`config.mk`:
```
export PLATFORM = sky130hd
export DESIGN_NAME = ppmc_core
export DESIGN_NICKNAME = d
export VERILOG_FILES = /design/src/core/ppmc_core.v
export VERILOG_INCLUDE_DIRS = /design/src /design/src/inc
export SDC_FILE = /design/constraint.sdc
export NUM_CORES = 1
export LEC_CHECK = 0
export BUFFER_PORTS_ARGS = -buffer_cell sky130_fd_sc_hd__buf_2
export CORE_UTILIZATION = 58
export DETAILED_ROUTE_END_ITERATION = 8
export PLACE_DENSITY_LB_ADDON = 0.15
export SYNTH_ARGS = -nofsm -noshare
export SYNTH_HDL_FRONTEND = slang
export SYNTH_SLANG_ARGS = --single-unit
```
`constraint.sdc`:
```
create_clock -name clk -period 3.1 [get_ports clk]
set_input_delay 0.31 -clock clk [delete_from_list [all_inputs] [get_ports clk]]
set_output_delay 0.31 -clock clk [all_outputs]
set_load 0.005 [all_outputs]
```
`src/inc/ppmc_consts.vh`:
```
// Offsets, field positions, reset values and timing constants of the parallel port
`ifndef PPMC_CONSTS_VH
`define PPMC_CONSTS_VH
`define PPMC_CLK_MHZ        25
`define PPMC_PERIOD_NS      40
// Register byte offsets
`define PPMC_OFF_MODE       8'h00
`define PPMC_OFF_ADDR       8'h04
`define PPMC_OFF_DATA       8'h08
`define PPMC_OFF_STAT       8'h0c
`define PPMC_OFF_MASK       8'h10
`define PPMC_OFF_CTRL       8'h14
`define PPMC_OFF_RBUF       8'h20
`define PPMC_OFF_WBUF       8'h30
// Mode register fields
`define PPMC_BUSY_BIT       15
`define PPMC_IRQ_HI         14
`define PPMC_IRQ_LO         13
`define PPMC_STEP_HI        12
`define PPMC_STEP_LO        11
`define PPMC_MODE_HI        9
`define PPMC_MODE_LO        8
`define PPMC_SETUP_HI       7
`define PPMC_SETUP_LO       6
`define PPMC_STRB_HI        5
`define PPMC_STRB_LO        2
`define PPMC_HOLD_HI        1
`define PPMC_HOLD_LO        0
`define PPMC_MODE_RST       16'h0000
`define PPMC_MODE_WMASK     16'h7bff
// Field encodings
`define PPMC_IRQ_NONE       2'h0
`define PPMC_IRQ_CYCLE      2'h1
`define PPMC_IRQ_BUF        2'h2
`define PPMC_STEP_NONE      2'h0
`define PPMC_STEP_UP        2'h1
`define PPMC_STEP_DOWN      2'h2
`define PPMC_STEP_BUF       2'h3
`define PPMC_PM_LEGACY      2'h0
`define PPMC_PM_ENH         2'h1
`define PPMC_PM_MASTER2     2'h2
`define PPMC_PM_MASTER1     2'h3
`define PPMC_STRB_MIN       4'h0
`define PPMC_LAST_BUF       2'h3
// Control register bits
`define PPMC_CTRL_READ      0
`define PPMC_CTRL_CS1       1
// Status register bits
`define PPMC_ST_CYCLE       0
`define PPMC_ST_BUF         1
`define PPMC_ST_W           2
`endif

```
`src/core/ppmc_core.v`:
```
// Parallel port mode control: master cycle timing, slave buffers, irq and address stepping
// Behaviour
// - Mode register bit 15 reads 1 while a master transfer runs, else 0.
// - Selection 01 interrupts at end of each cycle; 00 never interrupts.
// - Selection 10 interrupts on fourth buffer access or slave address 11.
// - Step 01 adds one to address bits 10:2 and 14 per cycle.
// - Step 10 subtracts one from address bits 10:2 and 14 per cycle.
// - Step 00 leaves the address unchanged.
// - Step 11 advances slave buffer pointers per access, legacy mode only.
// - Bit 14 used as chip select is excluded from stepping.
// - Mode 11 master drives select, direction, enable, address and data.
// - Mode 10 master drives select, read, write, address and data.
// - Mode 01 enhanced slave: host strobes, select, two address bits, data.
// - Mode 00 legacy slave: host strobes and select, data, no address.
// - Setup wait is field plus one periods, default one.
// - Strobe lasts strobe field plus one periods, one to sixteen.
// - Strobe field 0000 forces setup one, hold one write, zero read.
//
// Design decisions made here: the strobed register port and the register addresses.
`timescale 1ns/10ps
`include "ppmc_consts.vh"
module ppmc_core (
	input  wire        clk,
	input  wire        rst,
	input  wire [7:0]  regAddr,
	input  wire [31:0] regWdata,
	input  wire        regWr,
	input  wire        regRd,
	output reg  [31:0] regRdata,
	output wire        irq,
	output reg         csOut,
	output reg         rdOut,
	output reg         wrOut,
	output wire [15:0] addrOut,
	output reg  [7:0]  dataOut,
	output reg         dataOe,
	input  wire [7:0]  dataIn,
	input  wire        hostCs,
	input  wire        hostRd,
	input  wire        hostWr,
	input  wire [1:0]  hostAddr
);
	localparam [3:0] ST_IDLE   = 4'h1;
	localparam [3:0] ST_SETUP  = 4'h2;
	localparam [3:0] ST_STROBE = 4'h4;
	localparam [3:0] ST_HOLD   = 4'h8;

	reg  [15:0] mode_r;
	reg  [15:0] addr_r;
	reg  [7:0]  rdData_r;
	reg  [7:0]  wrData_r;
	reg  [1:0]  stat_r;
	reg  [1:0]  mask_r;
	reg         cs1En_r;
	reg  [3:0]  state_r;
	reg  [3:0]  cnt_r;
	reg         isRead_r;
	reg  [7:0]  rBuf_r [0:3];
	reg  [7:0]  wBuf_r [0:3];
	reg  [1:0]  rPtr_r;
	reg  [1:0]  wPtr_r;
	reg         prevRd_r;
	reg         prevWr_r;
	reg         prevCs_r;
	reg  [1:0]  prevIdx_r;
	reg  [3:0]  cnt_nxt;
	reg  [3:0]  state_nxt;

	wire [1:0] irqSel   = mode_r[`PPMC_IRQ_HI:`PPMC_IRQ_LO];
	wire [1:0] stepSel  = mode_r[`PPMC_STEP_HI:`PPMC_STEP_LO];
	wire [1:0] portMode = mode_r[`PPMC_MODE_HI:`PPMC_MODE_LO];
	wire [1:0] setupF   = mode_r[`PPMC_SETUP_HI:`PPMC_SETUP_LO];
	wire [3:0] strbF    = mode_r[`PPMC_STRB_HI:`PPMC_STRB_LO];
	wire [1:0] holdF    = mode_r[`PPMC_HOLD_HI:`PPMC_HOLD_LO];
	wire       master   = portMode[1];
	wire       busy     = (state_r != ST_IDLE);
	wire       fastMode = (strbF == `PPMC_STRB_MIN);

	// Sticky flag: set wins over a write-one clear
	function stickyNext;
		input flag;
		input evt;
		input clr;
		begin
			stickyNext = evt || (flag && !clr);
		end
	endfunction

	// Last count of a phase that lasts len periods
	function phaseEnd;
		input [3:0] cnt;
		input [3:0] len;
		begin
			phaseEnd = (cnt + 4'h1 >= len);
		end
	endfunction

	// Word-aligned register address inside a four-entry buffer bank
	function bufHit;
		input [7:0] a;
		input [7:0] base;
		begin
			bufHit = (a[7:4] == base[7:4]) && (a[1:0] == 2'h0);
		end
	endfunction

	// Setup and hold lengths in peripheral-clock periods
	wire [3:0] setupLen = fastMode ? 4'h1 : {2'h0, setupF} + 4'h1;
	wire [3:0] holdLen  = fastMode ? (isRead_r ? 4'h0 : 4'h1) : {2'h0, holdF};
	wire [3:0] strbLen  = strbF;

	// Register write decode
	wire wrMode = regWr && (regAddr == `PPMC_OFF_MODE);
	wire wrAddr = regWr && (regAddr == `PPMC_OFF_ADDR);
	wire wrData = regWr && (regAddr == `PPMC_OFF_DATA);
	wire wrStat = regWr && (regAddr == `PPMC_OFF_STAT);
	wire wrMask = regWr && (regAddr == `PPMC_OFF_MASK);
	wire wrCtrl = regWr && (regAddr == `PPMC_OFF_CTRL);
	wire wrRBuf = regWr && bufHit(regAddr, `PPMC_OFF_RBUF);

	// Transfer starts only in master mode while idle
	wire goWrite = wrData && master && !busy;
	wire goRead  = wrCtrl && regWdata[`PPMC_CTRL_READ] && master && !busy;
	wire cycDone = (state_r != ST_IDLE) && (state_nxt == ST_IDLE);

	// Slave buffer index for the current host access
	wire [1:0] slvRdIdx = (portMode == `PPMC_PM_ENH) ? hostAddr :
		((stepSel == `PPMC_STEP_BUF) ? rPtr_r : 2'h0);
	wire [1:0] slvWrIdx = (portMode == `PPMC_PM_ENH) ? hostAddr :
		((stepSel == `PPMC_STEP_BUF) ? wPtr_r : 2'h0);
	wire slave    = !master;
	wire slvRdEnd = slave && prevCs_r && prevRd_r && !(hostRd && hostCs);
	wire slvWrEnd = slave && prevCs_r && prevWr_r && !(hostWr && hostCs);
	wire slvEnd   = slvRdEnd || slvWrEnd;

	// Buffer-class event
	wire bufEvt = slvEnd && (prevIdx_r == `PPMC_LAST_BUF) &&
		((portMode == `PPMC_PM_ENH) || (stepSel == `PPMC_STEP_BUF));
	wire evCycle = (irqSel == `PPMC_IRQ_CYCLE) && (cycDone || slvEnd);
	wire evBuf   = (irqSel == `PPMC_IRQ_BUF) && bufEvt;

	// Address stepping over bits 10:2 with bit 14 on top
	function [15:0] stepAddr;
		input [15:0] a;
		input        down;
		input        keep14;
		reg   [9:0]  f;
		reg   [9:0]  n;
		begin
			f = {a[14], a[10:2]};
			n = down ? f - 10'h001 : f + 10'h001;
			stepAddr = a;
			stepAddr[10:2] = n[8:0];
			if (!keep14) begin
				stepAddr[14] = n[9];
			end
		end
	endfunction

	// Master timing state machine
	always @* begin
		state_nxt = state_r;
		cnt_nxt = cnt_r;
		case (state_r)
			ST_IDLE: begin
				if (goWrite || goRead) begin
					state_nxt = ST_SETUP;
					cnt_nxt = 4'h0;
				end
			end
			ST_SETUP: begin
				if (phaseEnd(cnt_r, setupLen)) begin
					state_nxt = ST_STROBE;
					cnt_nxt = 4'h0;
				end else begin
					cnt_nxt = cnt_r + 4'h1;
				end
			end
			ST_STROBE: begin
				if (cnt_r == strbLen) begin
					cnt_nxt = 4'h0;
					state_nxt = (holdLen == 4'h0) ? ST_IDLE : ST_HOLD;
				end else begin
					cnt_nxt = cnt_r + 4'h1;
				end
			end
			ST_HOLD: begin
				if (phaseEnd(cnt_r, holdLen)) begin
					state_nxt = ST_IDLE;
					cnt_nxt = 4'h0;
				end else begin
					cnt_nxt = cnt_r + 4'h1;
				end
			end
			default: begin
				state_nxt = ST_IDLE;
				cnt_nxt = 4'h0;
			end
		endcase
	end

	always @(posedge clk) begin
		if (rst) begin
			state_r <= ST_IDLE;
			cnt_r <= 4'h0;
			isRead_r <= 1'b0;
		end else begin
			state_r <= state_nxt;
			cnt_r <= cnt_nxt;
			if (state_r == ST_IDLE) begin
				isRead_r <= goRead;
			end
		end
	end

	// Configuration, address, data and status registers
	always @(posedge clk) begin
		if (rst) begin
			mode_r <= `PPMC_MODE_RST;
			addr_r <= 16'h0000;
			wrData_r <= 8'h00;
			rdData_r <= 8'h00;
			stat_r <= 2'h0;
			mask_r <= 2'h0;
			cs1En_r <= 1'b0;
		end else begin
			if (wrMode) begin
				mode_r <= regWdata[15:0] & `PPMC_MODE_WMASK;
			end
			if (wrCtrl) begin
				cs1En_r <= regWdata[`PPMC_CTRL_CS1];
			end
			if (goWrite) begin
				wrData_r <= regWdata[7:0];
			end
			if (state_r == ST_STROBE && state_nxt != ST_STROBE && isRead_r) begin
				rdData_r <= dataIn;
			end
			if (wrAddr) begin
				addr_r <= regWdata[15:0];
			end else if (cycDone) begin
				case (stepSel)
					`PPMC_STEP_UP: addr_r <= stepAddr(addr_r, 1'b0, cs1En_r);
					`PPMC_STEP_DOWN: addr_r <= stepAddr(addr_r, 1'b1, cs1En_r);
					default: addr_r <= addr_r;
				endcase
			end
			if (wrMask) begin
				mask_r <= regWdata[`PPMC_ST_W-1:0];
			end
			// Set wins over a simultaneous write-one clear
			stat_r[`PPMC_ST_CYCLE] <= stickyNext(stat_r[`PPMC_ST_CYCLE], evCycle,
				wrStat && regWdata[`PPMC_ST_CYCLE]);
			stat_r[`PPMC_ST_BUF] <= stickyNext(stat_r[`PPMC_ST_BUF], evBuf,
				wrStat && regWdata[`PPMC_ST_BUF]);
		end
	end

	// Level interrupt while an unmasked status bit is set
	assign irq = |(stat_r & mask_r);

	// Slave buffers and pointers
	always @(posedge clk) begin
		if (rst) begin
			rPtr_r <= 2'h0;
			wPtr_r <= 2'h0;
			prevRd_r <= 1'b0;
			prevWr_r <= 1'b0;
			prevCs_r <= 1'b0;
			prevIdx_r <= 2'h0;
			rBuf_r[0] <= 8'h00;
			rBuf_r[1] <= 8'h00;
			rBuf_r[2] <= 8'h00;
			rBuf_r[3] <= 8'h00;
			wBuf_r[0] <= 8'h00;
			wBuf_r[1] <= 8'h00;
			wBuf_r[2] <= 8'h00;
			wBuf_r[3] <= 8'h00;
		end else begin
			prevRd_r <= hostRd;
			prevWr_r <= hostWr;
			prevCs_r <= hostCs;
			prevIdx_r <= hostRd ? slvRdIdx : slvWrIdx;
			if (wrRBuf) begin
				rBuf_r[regAddr[3:2]] <= regWdata[7:0];
			end
			if (slave && hostCs && hostWr) begin
				wBuf_r[slvWrIdx] <= dataIn;
			end
			// Buffered legacy mode steps the pointers at access end
			if (portMode == `PPMC_PM_LEGACY && stepSel == `PPMC_STEP_BUF) begin
				if (slvRdEnd) begin
					rPtr_r <= rPtr_r + 2'h1;
				end
				if (slvWrEnd) begin
					wPtr_r <= wPtr_r + 2'h1;
				end
			end else begin
				rPtr_r <= 2'h0;
				wPtr_r <= 2'h0;
			end
		end
	end

	// Pin drive
	// Bit 14 carries chip select when so configured
	assign addrOut = cs1En_r ? {addr_r[15], csOut, addr_r[13:0]} : addr_r;

	always @(posedge clk) begin
		if (rst) begin
			csOut <= 1'b0;
			rdOut <= 1'b0;
			wrOut <= 1'b0;
			dataOut <= 8'h00;
			dataOe <= 1'b0;
		end else if (master) begin
			csOut <= (state_nxt != ST_IDLE);
			if (portMode == `PPMC_PM_MASTER1) begin
				rdOut <= (state_nxt != ST_IDLE) && isRdNext(state_r, goRead, isRead_r);
				wrOut <= (state_nxt == ST_STROBE);
			end else begin
				rdOut <= (state_nxt == ST_STROBE) && isRdNext(state_r, goRead, isRead_r);
				wrOut <= (state_nxt == ST_STROBE) && !isRdNext(state_r, goRead, isRead_r);
			end
			dataOut <= goWrite ? regWdata[7:0] : wrData_r;
			dataOe <= (state_nxt != ST_IDLE) && !isRdNext(state_r, goRead, isRead_r);
		end else begin
			csOut <= 1'b0;
			rdOut <= 1'b0;
			wrOut <= 1'b0;
			dataOut <= rBuf_r[slvRdIdx];
			dataOe <= hostCs && hostRd;
		end
	end

	// Direction of the cycle in flight or about to start
	function isRdNext;
		input [3:0] st;
		input       go;
		input       held;
		begin
			isRdNext = (st == ST_IDLE) ? go : held;
		end
	endfunction

	// Register read port, data one cycle after the strobe
	always @(posedge clk) begin
		if (rst) begin
			regRdata <= 32'h00000000;
		end else if (regRd) begin
			case (regAddr)
				`PPMC_OFF_MODE: regRdata <= {16'h0000, busy, mode_r[14:0]};
				`PPMC_OFF_ADDR: regRdata <= {16'h0000, addr_r};
				`PPMC_OFF_DATA: regRdata <= {24'h000000, rdData_r};
				`PPMC_OFF_STAT: regRdata <= {30'h00000000, stat_r};
				`PPMC_OFF_MASK: regRdata <= {30'h00000000, mask_r};
				`PPMC_OFF_CTRL: regRdata <= {30'h00000000, cs1En_r, 1'b0};
				default: begin
					if (bufHit(regAddr, `PPMC_OFF_RBUF)) begin
						regRdata <= {24'h000000, rBuf_r[regAddr[3:2]]};
					end else if (bufHit(regAddr, `PPMC_OFF_WBUF)) begin
						regRdata <= {24'h000000, wBuf_r[regAddr[3:2]]};
					end else begin
						regRdata <= 32'h00000000;
					end
				end
			endcase
		end else begin
			regRdata <= 32'h00000000;
		end
	end
endmodule

```
==> qor.csv <==
stage,metric,value,unit
sta,setup_viol,0,
drt,viasPerCell,6.031,
sta,rsz0062_at_grt,false,
sta,setup_tns,0,ps
placed_design,detailed_place_hpwl,15640,um
synthesis,synth-seq-area-share,0.4615,
sta,max_slew.worst_pin.slew,577.9,ps
clock_tree,ctsHoldBuffers,0,
power_and_ir_drop,cellPowerDensity,502.1,nW/um^2
setup_path,arrival,3260,ps
finish,final_common_cell,dfxtp_1,
synthesis,yosys_most_used_dff,dfxtp_1,
floorplan,rows,43,
floorplan,num_io_pins,118,
drt,drt_wl_total,21630,um
synthesis,synth.largest_area_cell,dfxtp_1,
clock_tree,cts.sinks,161,
clock_tree,cts_resized,0,
clock_tree,cts_tree,built,
placed_design,dpl_cell_area,8877,sq um
finish,layout.cells.non_filler,1068,
global_routing,track_usage,0.3027,
finish,most-common-layout-cells,"dfxtp_1 (97), buf_2 (85), nor2_1 (81)",
sta,fmax,341.4,MHz
synthesis,synthAdderAreaFrac,0.02481,
drt,drtAntennaViolNets,0,
synthesis,synth_edf_count,64,
sta,final_hold_viol_count,0,
global_routing,grt_max_degree,91,
clock_tree,clk_pin_slew,70,ps
floorplan,core_region_area,13990,sq um
synthesis,synth_xor_area_frac,0.01883,
sta,slew_headroom,0.6115,
finish,fill_cells,1080,
finish,syn_to_final_growth,13.47,%
drt,drc,0,
clock_tree,cts_setup_buffers,0,
sta,clock_skew,8.888,ps
drt,drtIter0Drc,506,
finish,n_antenna_cell,0,
sta,fin_crit,2929,ps
synthesis,synth-simple-area-share,0.1988,
synthesis,ys_warn_count,0,
placed_design,gp_congestion,0.8374,
setup_path,r2r_slack,170,ps
power_and_ir_drop,ir_worst_vdd,0.4186,mV
finish,final_area,9499,sq um
placed_design,dp.cells,1036,
setup_path,worst_setup_path_end_kind,register,
clock_tree,h-tree-depth,4,
drt,vias,6441,
sta,finalCritPeriodShare,0.9450,
floorplan,start_util,0.5985,
drt,dr.pass1.iters,5,
floorplan,die_area,14920,sq um
synthesis,ys_ff_latch,161,
clock_tree,clk_latency,440,ps
floorplan,dieWidth,122.1,um
clock_tree,clockBufferDepth,2,
placed_design,numPortBuffers,85,
setup_path,start_kind,register,
clock_tree,numCtsBuffers,17,
synthesis,synth_mux_area_frac,0.1069,
synthesis,synth_top_area_frac,0.2320,
min_path,holdPathEnd,addr_r[15],
synthesis,postSynthCellCount,801,
synthesis,synth_area,8372,sq um
setup_path,required,3440,ps
synthesis,post_synth_num_cell_types,82,
power_and_ir_drop,p_leak,0.003937,uW
min_path,min_path_cells,3,
sta,slew_viol_final,0,
setup_path,path_class,register to register,
synthesis,synthTopCellsByArea,"dfxtp_1 (23%), edfxtp_1 (23%), mux2i_1 (6.0%)",
finish,drive_gt1_frac,0.2196,
global_routing,antenna_found_initial,0,
finish,layout.nets,948,
synthesis,syn_area_per_cell,10.45,sq um
min_path,min_path_type,primary input to register,
clock_tree,root_buffer,clkbuf_16,
global_routing,grt_overflow_total,0,
finish,fin_util,0.6791,
setup_path,worstRegToRegCells,10,
global_routing,grt_first_pass_wirelength,33240,um
synthesis,async_flop_share,0,
min_path,hold_start,regWdata[15],
flow_run,drv_cap,0,
setup_path,worstReg2RegEnd,addr_r[10],
setup_path,timing.rr.start,mode_r[3],
synthesis,synth_top_family_by_area,simple AND/OR/NAND/NOR gates,
synthesis,synth_compound_area_frac,0.1264,
floorplan,die_y,122.1,um
run_status,outcome,"finished, final reports clean",
global_routing,grt_pass1_vias,6250,
drt,wl_per_cell,20.25,um
setup_path,path_max_fanout,15,
## cell type report
cell class / count / area (sq um) / area share
Tap cell: 180 / 225.2 / 0.02371
Clock buffer: 17 / 425.4 / 0.04478
Sequential cell: 161 / 3864 / 0.4067
Multi-Input combinational cell: 567 / 4056 / 0.4270
Inverter: 11 / 41.29 / 0.004347
Timing Repair Buffer: 117 / 690.7 / 0.07271
Clock inverter: 15 / 196.4 / 0.02068
## worst max-delay path, stage by stage (launching register included)
cell and delay (ps):
dfxtp_1 380, o41ai_1 450, o21ai_0 160, ha_1 290, nand2b_1 90, a21oi_1 80
a31oi_1 390, o22ai_2 180, buf_12 180, or3b_1 360, a211oi_1 260
## registers in the layout (all words and copies together), names as in the netlist, 4 cells and up
signal	cells
state_r	4
wrData_r	8
addr_r	16
rBuf_r	32
mode_r	14
cnt_r	4
wBuf_r	32
dataOut	8
rdData_r	8
regRdata	16
## through the flow
step	hold WS, ps	power [uW]	setup slack (ps)
global route	125.5	4878	24.38
global placement	455.7	2570	266.7
CTS	98.56	4775	185.8
finish	106.9	4770	170.6
detailed placement	468.7	2579	209.1
floorplan	405.6	2483	196.3
## per-layer routing
metal | vias up | wire (um) | global-route usage | share of wire
met4 | 0 | 522 | 0.1242 | 0.024
li1 | 3003 | - | - | -
met2 | 257 | 10550 | 0.4947 | 0.49
met5 | - | 0 | 0 | 0
met1 | 3146 | 9251 | 0.3922 | 0.43
met3 | 35 | 1310 | 0.05993 | 0.061
## logic make-up (layout without fill, tap and decap cells)
group | count (synthesis) | after routing
flip-flops | 161 | 161
AO/OA/AOI/OAI | 140 | 140
adder cells (fa/ha/maj) | 16 | 16
other | 1 | 16
buffers and inverters | 88 | 160
AND/OR/NAND/NOR | 308 | 308
XOR/XNOR | 18 | 18
multiplexers | 69 | 69
## power by group
group,internal [uW],switching (uW)
Clock,1290,942
Sequential,2250,21.9
Combinational,102,162
Total,3640,1130
## worst max-delay path by stage
stage	start	end	slack, ps	cells past startpoint
6_report	mode_r[3]	addr_r[10]	170	10
4_1_cts	mode_r[3]	rdData_r[2]	190	10
5_1_grt	mode_r[3]	rdData_r[3]	20	10
2_1_floorplan	mode_r[5]	rdData_r[0]	200	9
3_5_place_dp	mode_r[3]	rdData_r[2]	210	10
3_3_place_gp	mode_r[3]	rdData_r[7]	270	10
## cell usage after synthesis (4+ instances only)
library cell,instances
dfxtp_1,97
nor2_1,81
edfxtp_1,64
nand2_1,64
mux2i_1,50
and2_1,39
buf_4,34
a21oi_1,31
clkbuf_1,31
nor2b_1,26
and3_1,23
a211oi_1,19
mux4_2,16
ha_1,15
o21ai_0,12
a22oi_1,11
inv_1,11
nand3_1,11
xnor2_1,11
nand2b_1,10
a21o_1,9
a311oi_1,8
o21ba_1,8
nor3_1,7
xor2_1,7
nand3b_1,6
a2111oi_0,5
a22o_1,5
buf_1,4
buf_2,4
nand4b_1,4
No activity file was read; power rests on OpenSTA's default activity.
